### src/rtl/smp_pkg.sv
// smp_pkg: shared constants and carrier types for the strap/pin mux block
// assumes a single 125 MHz clock domain and active-high asynchronous reset
package smp_pkg;
	localparam int SMP_ADDR_W = 14;
	localparam int SMP_DATA_W = 24;
	localparam int SMP_HOST_W = 16;
	localparam int SMP_BYTE_ADDR_W = 8;
	localparam int SMP_BYTE_ADDR_LSB = 16;
	localparam int SMP_UPPER_LSB = 8;
	localparam int SMP_FLAG_N = 8;
	// strap index within the sampled strap vector
	localparam int SMP_STRAP_A = 0;
	localparam int SMP_STRAP_B = 1;
	localparam int SMP_STRAP_C = 2;
	localparam int SMP_STRAP_D = 3;
	localparam logic [3:0] SMP_STRAP_RST = 4'h0;
	localparam logic [7:0] SMP_FLAG_RST = 8'h00;
	// shared pin positions on the flag bank
	localparam int SMP_PIN_EDGE = 4;
	localparam int SMP_PIN_LVL0 = 5;
	localparam int SMP_PIN_LVL1 = 6;
	localparam int SMP_PIN_TWO = 7;
	// interrupt vector index order from bit 0: edge, lvl0, lvl1, two
	localparam int SMP_IRQ_N = 4;

	typedef enum logic {SMP_MAP_FULL, SMP_MAP_HOST} smp_map_t;

	typedef struct packed {
		logic [SMP_ADDR_W-1:0] addr;
		logic [SMP_DATA_W-1:0] wdata;
		logic data_oe;
		logic [SMP_BYTE_ADDR_W-1:0] byte_addr;
		logic byte_acc;
	} smp_core_bus_t;

	typedef struct packed {
		logic sel_n;
		logic latch;
		logic fetch_n;
		logic store_n;
	} smp_host_strb_t;

	// puts the byte address on the top data bits
	function automatic logic [SMP_DATA_W-1:0] smp_merge_byte(
		input logic [SMP_DATA_W-1:0] d,
		input logic [SMP_BYTE_ADDR_W-1:0] ba);
		logic [SMP_DATA_W-1:0] r;
		r = d;
		r[SMP_DATA_W-1:SMP_BYTE_ADDR_LSB] = ba;
		return r;
	endfunction
endpackage

### src/rtl/smp_irq_pin.sv
// smp_irq_pin: one shared interrupt/flag pin, edge or level detection
// assumes pin level is synchronous to mclk, active low request
`timescale 1ns/1ps
module smp_irq_pin
	import smp_pkg::*;
(
	input wire logic mclk,
	input wire logic rst,
	input wire logic pin_in,
	input wire logic edge_mode,
	input wire logic enable,
	input wire logic ack,
	output logic req
);
	logic prev_reg, prev_next;
	logic latch_reg, latch_next;

	always_comb begin
		prev_next = pin_in;
		latch_next = latch_reg;
		if (ack)
			latch_next = 1'b0;
		if (prev_reg && !pin_in)
			latch_next = 1'b1;
	end

	always_ff @(posedge mclk or posedge rst) begin
		if (rst) begin
			prev_reg <= 1'b1;
			latch_reg <= 1'b0;
		end else begin
			prev_reg <= prev_next;
			latch_reg <= latch_next;
		end
	end

	// level request follows the pin; edge request holds until taken
	assign req = enable & (edge_mode ? latch_reg : ~pin_in);
endmodule

### src/rtl/smp_top.sv
// smp_top: strap sampling, fixed pin map selection and shared flag/irq pins
// assumes the core drives core_bus/flag outputs and takes irq_vec pulses
`timescale 1ns/1ps
//////////////////////////////////////////////////////////////////////////////
// What this block does
// - strap pins are sampled once, on the first clock edge after reset releases.
// - after reset the four strap pins act as flag pins 3 to 0.
// - the external bus pin function is fixed at reset and never changes.
// - serial port shared pins switch function under software at any time.
// - shared interrupt/flag pins keep both functions active together.
// - an enabled shared interrupt vectors whether driven outside or by flag.
// - ext_int_two is edge or level, level pins level only, edge_int edge.
// - the bus config strap picks the pin map until next reset.
// - full map serves byte transfers, host map serves host port transfers.
// - strap low drives a 14-bit address bus and a 24-bit data bus.
// - full map puts byte address on the upper 8 data bits.
// - strap high gives 16-bit host bus, one address bit, 16-bit data.
// - host map drives an open-drain acknowledge set by its strap.
module smp_top
	import smp_pkg::*;
(
	input wire logic mclk,
	input wire logic rst,
	input wire logic [SMP_FLAG_N-1:0] flag_pin_in,
	output logic [SMP_FLAG_N-1:0] flag_pin_out,
	output logic [SMP_FLAG_N-1:0] flag_pin_oe_n,
	input wire logic [SMP_FLAG_N-1:0] flag_dir_out,
	input wire logic [SMP_FLAG_N-1:0] flag_wdata,
	output logic [SMP_FLAG_N-1:0] flag_rdata,
	input wire logic [SMP_IRQ_N-1:0] interrupt_enable_mask,
	input wire logic ext_int_two_edge,
	input wire logic [SMP_IRQ_N-1:0] irq_ack,
	output logic [SMP_IRQ_N-1:0] irq_vec,
	input wire smp_core_bus_t core_bus,
	output logic [SMP_ADDR_W-1:0] ext_address_bus,
	output logic ext_address_oe_n,
	input wire logic [SMP_DATA_W-1:0] ext_data_in,
	output logic [SMP_DATA_W-1:0] ext_data_out,
	output logic [SMP_DATA_W-1:0] ext_data_oe_n,
	output logic [SMP_DATA_W-1:0] core_rdata,
	input wire logic [SMP_HOST_W-1:0] host_ad_in,
	output logic [SMP_HOST_W-1:0] host_ad_out,
	output logic [SMP_HOST_W-1:0] host_ad_oe_n,
	input wire smp_host_strb_t host_strb,
	output smp_host_strb_t host_strb_core,
	output logic [SMP_HOST_W-1:0] host_ad_core,
	input wire logic [SMP_HOST_W-1:0] host_rdata,
	input wire logic host_rdata_oe,
	input wire logic host_ack_core,
	output logic host_port_acknowledge_out,
	output logic host_port_acknowledge_oe_n,
	output logic host_ack_mode,
	input wire logic [1:0] sport_alt_sel,
	input wire logic [1:0] sport_alt_in,
	output logic [1:0] sport_alt_out,
	output logic host_mode,
	output logic [3:0] strap_held
);
	//////////////////////////////////////////////////////////////////////////
	// strap capture
	logic [3:0] strap_reg, strap_next;
	logic run_reg, run_next;
	smp_map_t map_reg, map_next;

	always_comb begin
		strap_next = strap_reg;
		map_next = map_reg;
		run_next = 1'b1;
		// first clocked edge after release freezes the straps
		if (!run_reg) begin
			strap_next = flag_pin_in[3:0];
			map_next = flag_pin_in[SMP_STRAP_C] ? SMP_MAP_HOST
				: SMP_MAP_FULL;
		end
	end

	always_ff @(posedge mclk or posedge rst) begin
		if (rst) begin
			strap_reg <= SMP_STRAP_RST;
			map_reg <= SMP_MAP_FULL;
			run_reg <= 1'b0;
		end else begin
			strap_reg <= strap_next;
			map_reg <= map_next;
			run_reg <= run_next;
		end
	end

	//////////////////////////////////////////////////////////////////////////
	// shared interrupt/flag pins
	logic [SMP_IRQ_N-1:0] irq_req;
	logic [SMP_IRQ_N-1:0] irq_edge_sel;
	logic [SMP_IRQ_N-1:0] irq_pin;
	logic [SMP_IRQ_N-1:0] irq_prev_reg, irq_prev_next;

	// flags driven by the device loop back into the detector
	assign irq_pin = {flag_pin_in[SMP_PIN_TWO], flag_pin_in[SMP_PIN_LVL1],
		flag_pin_in[SMP_PIN_LVL0], flag_pin_in[SMP_PIN_EDGE]};
	assign irq_edge_sel = {ext_int_two_edge, 1'b0, 1'b0, 1'b1};

	genvar gi;
	generate
		for (gi = 0; gi < SMP_IRQ_N; gi++) begin : g_irq
			smp_irq_pin u_pin (
				.mclk(mclk),
				.rst(rst),
				.pin_in(irq_pin[gi]),
				.edge_mode(irq_edge_sel[gi]),
				.enable(interrupt_enable_mask[gi] & run_reg),
				.ack(irq_ack[gi]),
				.req(irq_req[gi])
			);
		end
	endgenerate

	// one vector pulse per new request
	logic [SMP_IRQ_N-1:0] vec_reg, vec_next;

	always_comb begin
		irq_prev_next = irq_req;
		vec_next = irq_req & ~irq_prev_reg;
	end

	always_ff @(posedge mclk or posedge rst) begin
		if (rst) begin
			irq_prev_reg <= '0;
			vec_reg <= '0;
		end else begin
			irq_prev_reg <= irq_prev_next;
			vec_reg <= vec_next;
		end
	end

	//////////////////////////////////////////////////////////////////////////
	// output registers
	logic [SMP_ADDR_W-1:0] a_reg, a_next;
	logic a_oe_reg, a_oe_next;
	logic [SMP_DATA_W-1:0] d_reg, d_next, doe_reg, doe_next;
	logic [SMP_DATA_W-1:0] drd_reg, drd_next;
	logic [SMP_HOST_W-1:0] h_reg, h_next, hoe_reg, hoe_next;
	logic [SMP_HOST_W-1:0] hcore_reg, hcore_next;
	smp_host_strb_t hs_reg, hs_next;
	smp_host_strb_t idle_strb;
	logic hm;

	assign idle_strb = '{sel_n: 1'b1, latch: 1'b0, fetch_n: 1'b1,
		store_n: 1'b1};
	assign hm = (map_reg == SMP_MAP_HOST);

	always_comb begin
		a_next = '0;
		a_oe_next = 1'b1;
		d_next = '0;
		doe_next = {SMP_DATA_W{1'b1}};
		drd_next = ext_data_in;
		h_next = '0;
		hoe_next = {SMP_HOST_W{1'b1}};
		hcore_next = '0;
		hs_next = idle_strb;
		case (map_reg)
		SMP_MAP_FULL: begin
			a_next = core_bus.addr;
			a_oe_next = ~run_reg;
			d_next = core_bus.wdata;
			if (core_bus.byte_acc) begin
				d_next = smp_merge_byte(core_bus.wdata,
					core_bus.byte_addr);
			end
			doe_next = {SMP_DATA_W{~(core_bus.data_oe | core_bus.byte_acc)}};
		end
		SMP_MAP_HOST: begin
			a_next = {{(SMP_ADDR_W-1){1'b0}}, core_bus.addr[0]};
			a_oe_next = ~run_reg;
			d_next = {core_bus.wdata[SMP_DATA_W-1:SMP_UPPER_LSB],
				{SMP_UPPER_LSB{1'b0}}};
			doe_next = {{SMP_HOST_W{~core_bus.data_oe}},
				{SMP_UPPER_LSB{1'b1}}};
			drd_next = {ext_data_in[SMP_DATA_W-1:SMP_UPPER_LSB],
				{SMP_UPPER_LSB{1'b0}}};
			hs_next = host_strb;
			hcore_next = host_ad_in;
			h_next = host_rdata;
			hoe_next = {SMP_HOST_W{~(host_rdata_oe & ~host_strb.sel_n)}};
		end
		default: begin
			a_oe_next = 1'b1;
		end
		endcase
	end

	always_ff @(posedge mclk or posedge rst) begin
		if (rst) begin
			a_reg <= '0;
			a_oe_reg <= 1'b1;
			d_reg <= '0;
			doe_reg <= {SMP_DATA_W{1'b1}};
			drd_reg <= '0;
			h_reg <= '0;
			hoe_reg <= {SMP_HOST_W{1'b1}};
			hcore_reg <= '0;
			hs_reg <= '{sel_n: 1'b1, latch: 1'b0, fetch_n: 1'b1,
				store_n: 1'b1};
		end else begin
			a_reg <= a_next;
			a_oe_reg <= a_oe_next;
			d_reg <= d_next;
			doe_reg <= doe_next;
			drd_reg <= drd_next;
			h_reg <= h_next;
			hoe_reg <= hoe_next;
			hcore_reg <= hcore_next;
			hs_reg <= hs_next;
		end
	end

	//////////////////////////////////////////////////////////////////////////
	// flag pins
	logic [SMP_FLAG_N-1:0] fout_reg, fout_next, foe_reg, foe_next;
	logic [SMP_FLAG_N-1:0] frd_reg, frd_next;

	always_comb begin
		fout_next = flag_wdata;
		// flags stay inputs until straps are frozen
		foe_next = run_reg ? ~flag_dir_out : {SMP_FLAG_N{1'b1}};
		frd_next = flag_pin_in;
	end

	always_ff @(posedge mclk or posedge rst) begin
		if (rst) begin
			fout_reg <= SMP_FLAG_RST;
			foe_reg <= {SMP_FLAG_N{1'b1}};
			frd_reg <= SMP_FLAG_RST;
		end else begin
			fout_reg <= fout_next;
			foe_reg <= foe_next;
			frd_reg <= frd_next;
		end
	end

	//////////////////////////////////////////////////////////////////////////
	// serial port shared pins
	logic [1:0] sp_reg, sp_next;

	always_comb begin
		// select is honoured on every cycle, not latched at reset
		sp_next = sport_alt_in & sport_alt_sel;
	end

	always_ff @(posedge mclk or posedge rst) begin
		if (rst) begin
			sp_reg <= '0;
		end else begin
			sp_reg <= sp_next;
		end
	end

	//////////////////////////////////////////////////////////////////////////
	// host acknowledge
	logic ack_reg, ack_next, ackoe_reg, ackoe_next, ackm_reg, ackm_next;

	always_comb begin
		ack_next = 1'b0;
		// follows the strap on the same edge that freezes it
		ackm_next = strap_next[SMP_STRAP_D];
		// open drain: only ever pulls low, and only in host map
		ackoe_next = ~(hm & host_ack_core);
	end

	always_ff @(posedge mclk or posedge rst) begin
		if (rst) begin
			ack_reg <= 1'b0;
			ackoe_reg <= 1'b1;
			ackm_reg <= 1'b0;
		end else begin
			ack_reg <= ack_next;
			ackoe_reg <= ackoe_next;
			ackm_reg <= ackm_next;
		end
	end

	assign flag_pin_out = fout_reg;
	assign flag_pin_oe_n = foe_reg;
	assign flag_rdata = frd_reg;
	assign irq_vec = vec_reg;
	assign sport_alt_out = sp_reg;
	assign ext_address_bus = a_reg;
	assign ext_address_oe_n = a_oe_reg;
	assign ext_data_out = d_reg;
	assign ext_data_oe_n = doe_reg;
	assign core_rdata = drd_reg;
	assign host_ad_out = h_reg;
	assign host_ad_oe_n = hoe_reg;
	assign host_ad_core = hcore_reg;
	assign host_strb_core = hs_reg;
	assign host_port_acknowledge_out = ack_reg;
	assign host_port_acknowledge_oe_n = ackoe_reg;
	assign host_ack_mode = ackm_reg;
	assign host_mode = hm;
	assign strap_held = strap_reg;
endmodule

### config.mk
export PLATFORM = sky130hd
export DESIGN_NAME = smp_top
export DESIGN_NICKNAME = d
export VERILOG_FILES = /design/src/rtl/smp_pkg.sv /design/src/rtl/smp_irq_pin.sv /design/src/rtl/smp_top.sv
export SDC_FILE = /design/constraint.sdc
export NUM_CORES = 1
export LEC_CHECK = 0
export BUFFER_PORTS_ARGS = -buffer_cell sky130_fd_sc_hd__clkbuf_2
export CORE_AREA = 2 2 125 127
export CTS_CLUSTER_SIZE = 40
export DETAILED_ROUTE_END_ITERATION = 7
export DIE_AREA = 0 0 127 129
export PLACE_DENSITY = 0.62
export REMOVE_ABC_BUFFERS = 1
export SLEW_MARGIN = 20
export SYNTH_ARGS = -nofsm -noshare
export SYNTH_HDL_FRONTEND = slang
export SYNTH_SLANG_ARGS = --single-unit
### constraint.sdc
create_clock -name mclk -period 6.12 [get_ports mclk]
set_input_delay 1.224 -clock mclk [delete_from_list [all_inputs] [get_ports mclk]]
set_output_delay 1.224 -clock mclk [all_outputs]
set_load 0.1 [all_outputs]
======== Word-level counts from Yosys, hierarchy flattened ========
Cells that the tools add are included.
Widths: inputs -> output; s select.
storage, ports and cells
  flip-flop bits (word level) ............. 184
  input bits .............................. 149
  output and inout port bits .............. 177
  logic and storage cells ................. 74
operators by class
  mux-type cells .......................... 16
  bitwise gates (word level) .............. 25
  reduce and logical (&&, ||, !) cells .... 6
operators by type and width
  kind               number
  $pmux 24 s2        2
  $mux 16            3
  $pmux 14 s2        1
  $mux 24            1
  $mux 8             2
  $and 1x1->1        10
  $not 1->1          10
  $not 8->8          1
  $mux 1             6
  $and 4x4->4        1
  $mux 4             1
  $not 4->4          1
  $reduce_bool 2->1  2
  $and 2x2->2        1
  $logic_and 1x1->1  2
  $logic_not 1->1    2
  $or 1x1->1         1

======== Depth between registers and ports, before layout ========
  depth in word-level cells ............... 4
  mapped depth ............................ 4
  mapped depth without buffers ............ 2

======== Hierarchy ========
Synthesis repeated with hierarchy kept, for this count alone.
unflattened totals
  cells, all modules ...................... 332
  area total of the unflattened synthesis .. 5011.1 um2
modules (own cells, without submodules)
  module       times used  cells each  area each (um2)  sequential area each (um2)
  smp_top      1           296         4650.7           3573.4
  smp_irq_pin  4           9           90.1             51.3

======== Worst setup path before layout ========
OpenSTA, ideal clock, no wires.
  path kind ............................... register -> output
  from .................................... register strap_reg[2] (netlist: strap_held[2])
  to ...................................... output strap_held[2]
  data arrival time ....................... 1.441 ns
  data required time ...................... 4.896 ns
  setup slack ............................. 3.455 ns
  cell stages (with the launch flop) ...... 2
  path buffers ............................ 1
  cells stage by stage .................... dfrtp_1 > buf_4
RTL lines
  element                 line           source
  start, declared         smp_top.sv:61  logic [3:0] strap_reg, strap_next;
  start signal, assigned  smp_top.sv:83  strap_reg <= strap_next;
  end, declared           smp_top.sv:57  output logic [3:0] strap_held
No word-level cell between the ends.

==> out/summary.txt <==
share of cells above drive strength 1 - 62.8%
CP Class - flop to output port
setup TNS - 0 ns
average cell area after synthesis - 15.4 um^2
Max Freq - 0.354 GHz
Int Power - 1.83 mW
vias - 3,282
fin nets - 753
final setup vio count - 0
die height - 129 um
Num Clock Sinks - 146
Reg clk slew, reported paths - 0.06 ns
Critical Path RT - 4.90 ns
Post-DP HPWL - 8920 um
post-route ant nets - 0
FF/Latch Area - 0.00368 mm^2
CP top delay family - flip-flops
die area - 0.0164 mm^2
final period utilization - 46.1%
max-cap viol count - 0
Die W - 127 um
Min Clock Period, post-route - 2.82 ns
register share of total power - 36.1%
Yosys cell types - 24
Starting Density - 32.0%
switching share of total power - 37.7%
cts hold-fix bufs - 0
status - completed
crit path cell chain - clkbuf_2
CP Data Arrival Time - 1.60 ns
Yosys warnings - 0
vias per cell - 4.08
Clock Skews - 0.00823 ns
total of fill cells in the finished design - 1,410
CTS tree - built
drt first pass iters - 4
GR Overflow Total - 0
leak pwr - 3.79 nW
power density cells - 424 mW/mm^2
worst hold margin - 0.393 ns
sequential share of the synthesized area - 76.6%
synthesized cell area - 0.00480 mm^2
PnR worst setup slack - 3.30 ns
Post-CTS Resized - 0
Final Max Slew Viols - 0
Remaining DRCs - 0
Total GRT Usage - 14.3%
RSZ-0062 raised after global routing - no
# Post-CTS Setup Buffers - 0
Max stage delay on crit path - 0.68 ns
pre-CTS setup slack - 3.41 ns
P_sw - 1.11 mW
first-pass GRT wire length - 17,600 um
footprint of the multi-input gates - 741 um^2
total wire length - 11,700 um
Startpoint Class - flop
final hold vios - 0
WP buf/inv - 1
IO Count - 326
Final GP Congestion - 0.737
worst hold path type - flop to flop
worst-margin pin slew - 0.854 ns
Max clock buf depth - 2
Core ar. - 0.0150 mm^2
critical path peak fanout - 16
Critical Path Slowest Stage Cell - dfstp_2
insertion delay to the later sink of the worst-skew pair - 0.41 ns
vias in the first global route - 3,355
Diodes inserted - 0
Overall Power - 2.94 mW
Comb pwr share - 27.5%
Clock H-tree levels - 4
root buf cell - clkbuf_16
pin count of the biggest net entering global routing - 97
post-synthesis cell count - 311
VDD IR max - 0.188 mV
Port Buffer Count - 322
initial drt markers - 71
clock group share of total power - 36.4%
CP Capture Type - output port
relative slew slack - 43.1%
area grow syn2layout - 44.2%
CTS Buf Count - 17
Yosys reg bits - 146
# rows - 45
WL/cell - 14.6 um
initial antenna violation count - 0
## cell usage after synthesis (all sizes together)
| library cell | n | share of area, % |
|---|---|---|
| nor3 | 3 | 0.31 |
| nor2b | 25 | 3.3 |
| nor2 | 3 | 0.23 |
| clkbuf | 6 | 0.50 |
| conb | 2 | 0.16 |
| o22ai | 2 | 0.26 |
| dfrtp | 128 | 67 |
| nand2b | 3 | 0.39 |
| buf | 44 | 7.0 |
| dfstp | 18 | 9.9 |
| o21bai | 1 | 0.16 |
| and2 | 35 | 4.6 |
| nand2 | 12 | 0.94 |
| nand3b | 1 | 0.16 |
| inv | 6 | 0.47 |
| nor4 | 1 | 0.13 |
| and2b | 8 | 1.3 |
| and3 | 1 | 0.13 |
| mux2 | 12 | 3.4 |
## placed cells by master, fill, tap and decap left out, types with 4 or more instances in the layout
cell type	n
clkbuf_2	322
dfrtp_1	127
and2_1	35
nor2b_1	24
dfstp_2	18
clkbuf_16	17
nand2_1	12
and2b_1	8
mux2_4	8
inv_1	5
mux2_2	4
bufinv_16	4
clkinv_2	4
## final timing paths
check / start / to / slack (ns) / depth (start not counted)
hold reg to reg: irq_prev_reg[0] / irq_vec[0] / 0.39 / 1
hold / removal: irq_prev_reg[0] / irq_vec[0] / 0.39 / 1
setup / recovery: host_ad_oe_n[14] / host_ad_oe_n[6] / 3.30 / 1
setup reg to reg: strap_held[2] / ext_data_out[16] / 4.63 / 2
max in group asynchronous: rst / host_ad_out[7] / 3.91 / 3
min in group asynchronous: rst / core_rdata[23] / 0.95 / 2
## cells by family after synthesis
family,synth area share (%)
muxes,3.44
buffers and inverters,7.95
DFF,76.6
and+or+nand+nor,11.4
AOI/OAI and AO/OA,0.417
other,0.157
## layout make-up
| class | count | share of cell area (%) |
|---|---|---|
| Multi-Input combinational cell | 109 | 10.7 |
| Tap cell | 188 | 3.40 |
| Sequential cell | 146 | 53.1 |
| Clock buffer | 18 | 6.20 |
| Timing Repair Buffer | 324 | 23.5 |
| Inverter | 6 | 0.398 |
| Clock inverter | 13 | 2.66 |
## power groups by stage
stage / Combinational, mW / Sequential (mW) / Clock (mW)
3_5_place_dp: 0.813 / 1.08 / 0
4_1_cts: 0.814 / 1.06 / 1.10
3_3_place_gp: 0.810 / 1.08 / 0
5_1_grt: 0.832 / 1.07 / 1.14
6_report: 0.806 / 1.06 / 1.07
2_1_floorplan: 0.0599 / 1.68 / 0
## per-stage QoR
stage / std cells / util, % / cell area (um^2)
detailed placement: 773 / 42.1 / 6310
global placement: 773 / 42.1 / 6310
global route: 804 / 46.2 / 6920
finish: 804 / 46.2 / 6920
CTS: 804 / 46.2 / 6920
floorplan: 261 / - / 4440
## metal layers
metal / share of wire, % / vias to the layer above / global-route usage (%)
met3: 8.7 / 13 / 5.57
li1: - / 1508 / -
met4: 1.7 / 0 / 5.88
met5: 0 / - / 0
met1: 35 / 1574 / 15.1
met2: 55 / 187 / 25.7
Note: power is estimated with default switching activity, not from simulation.
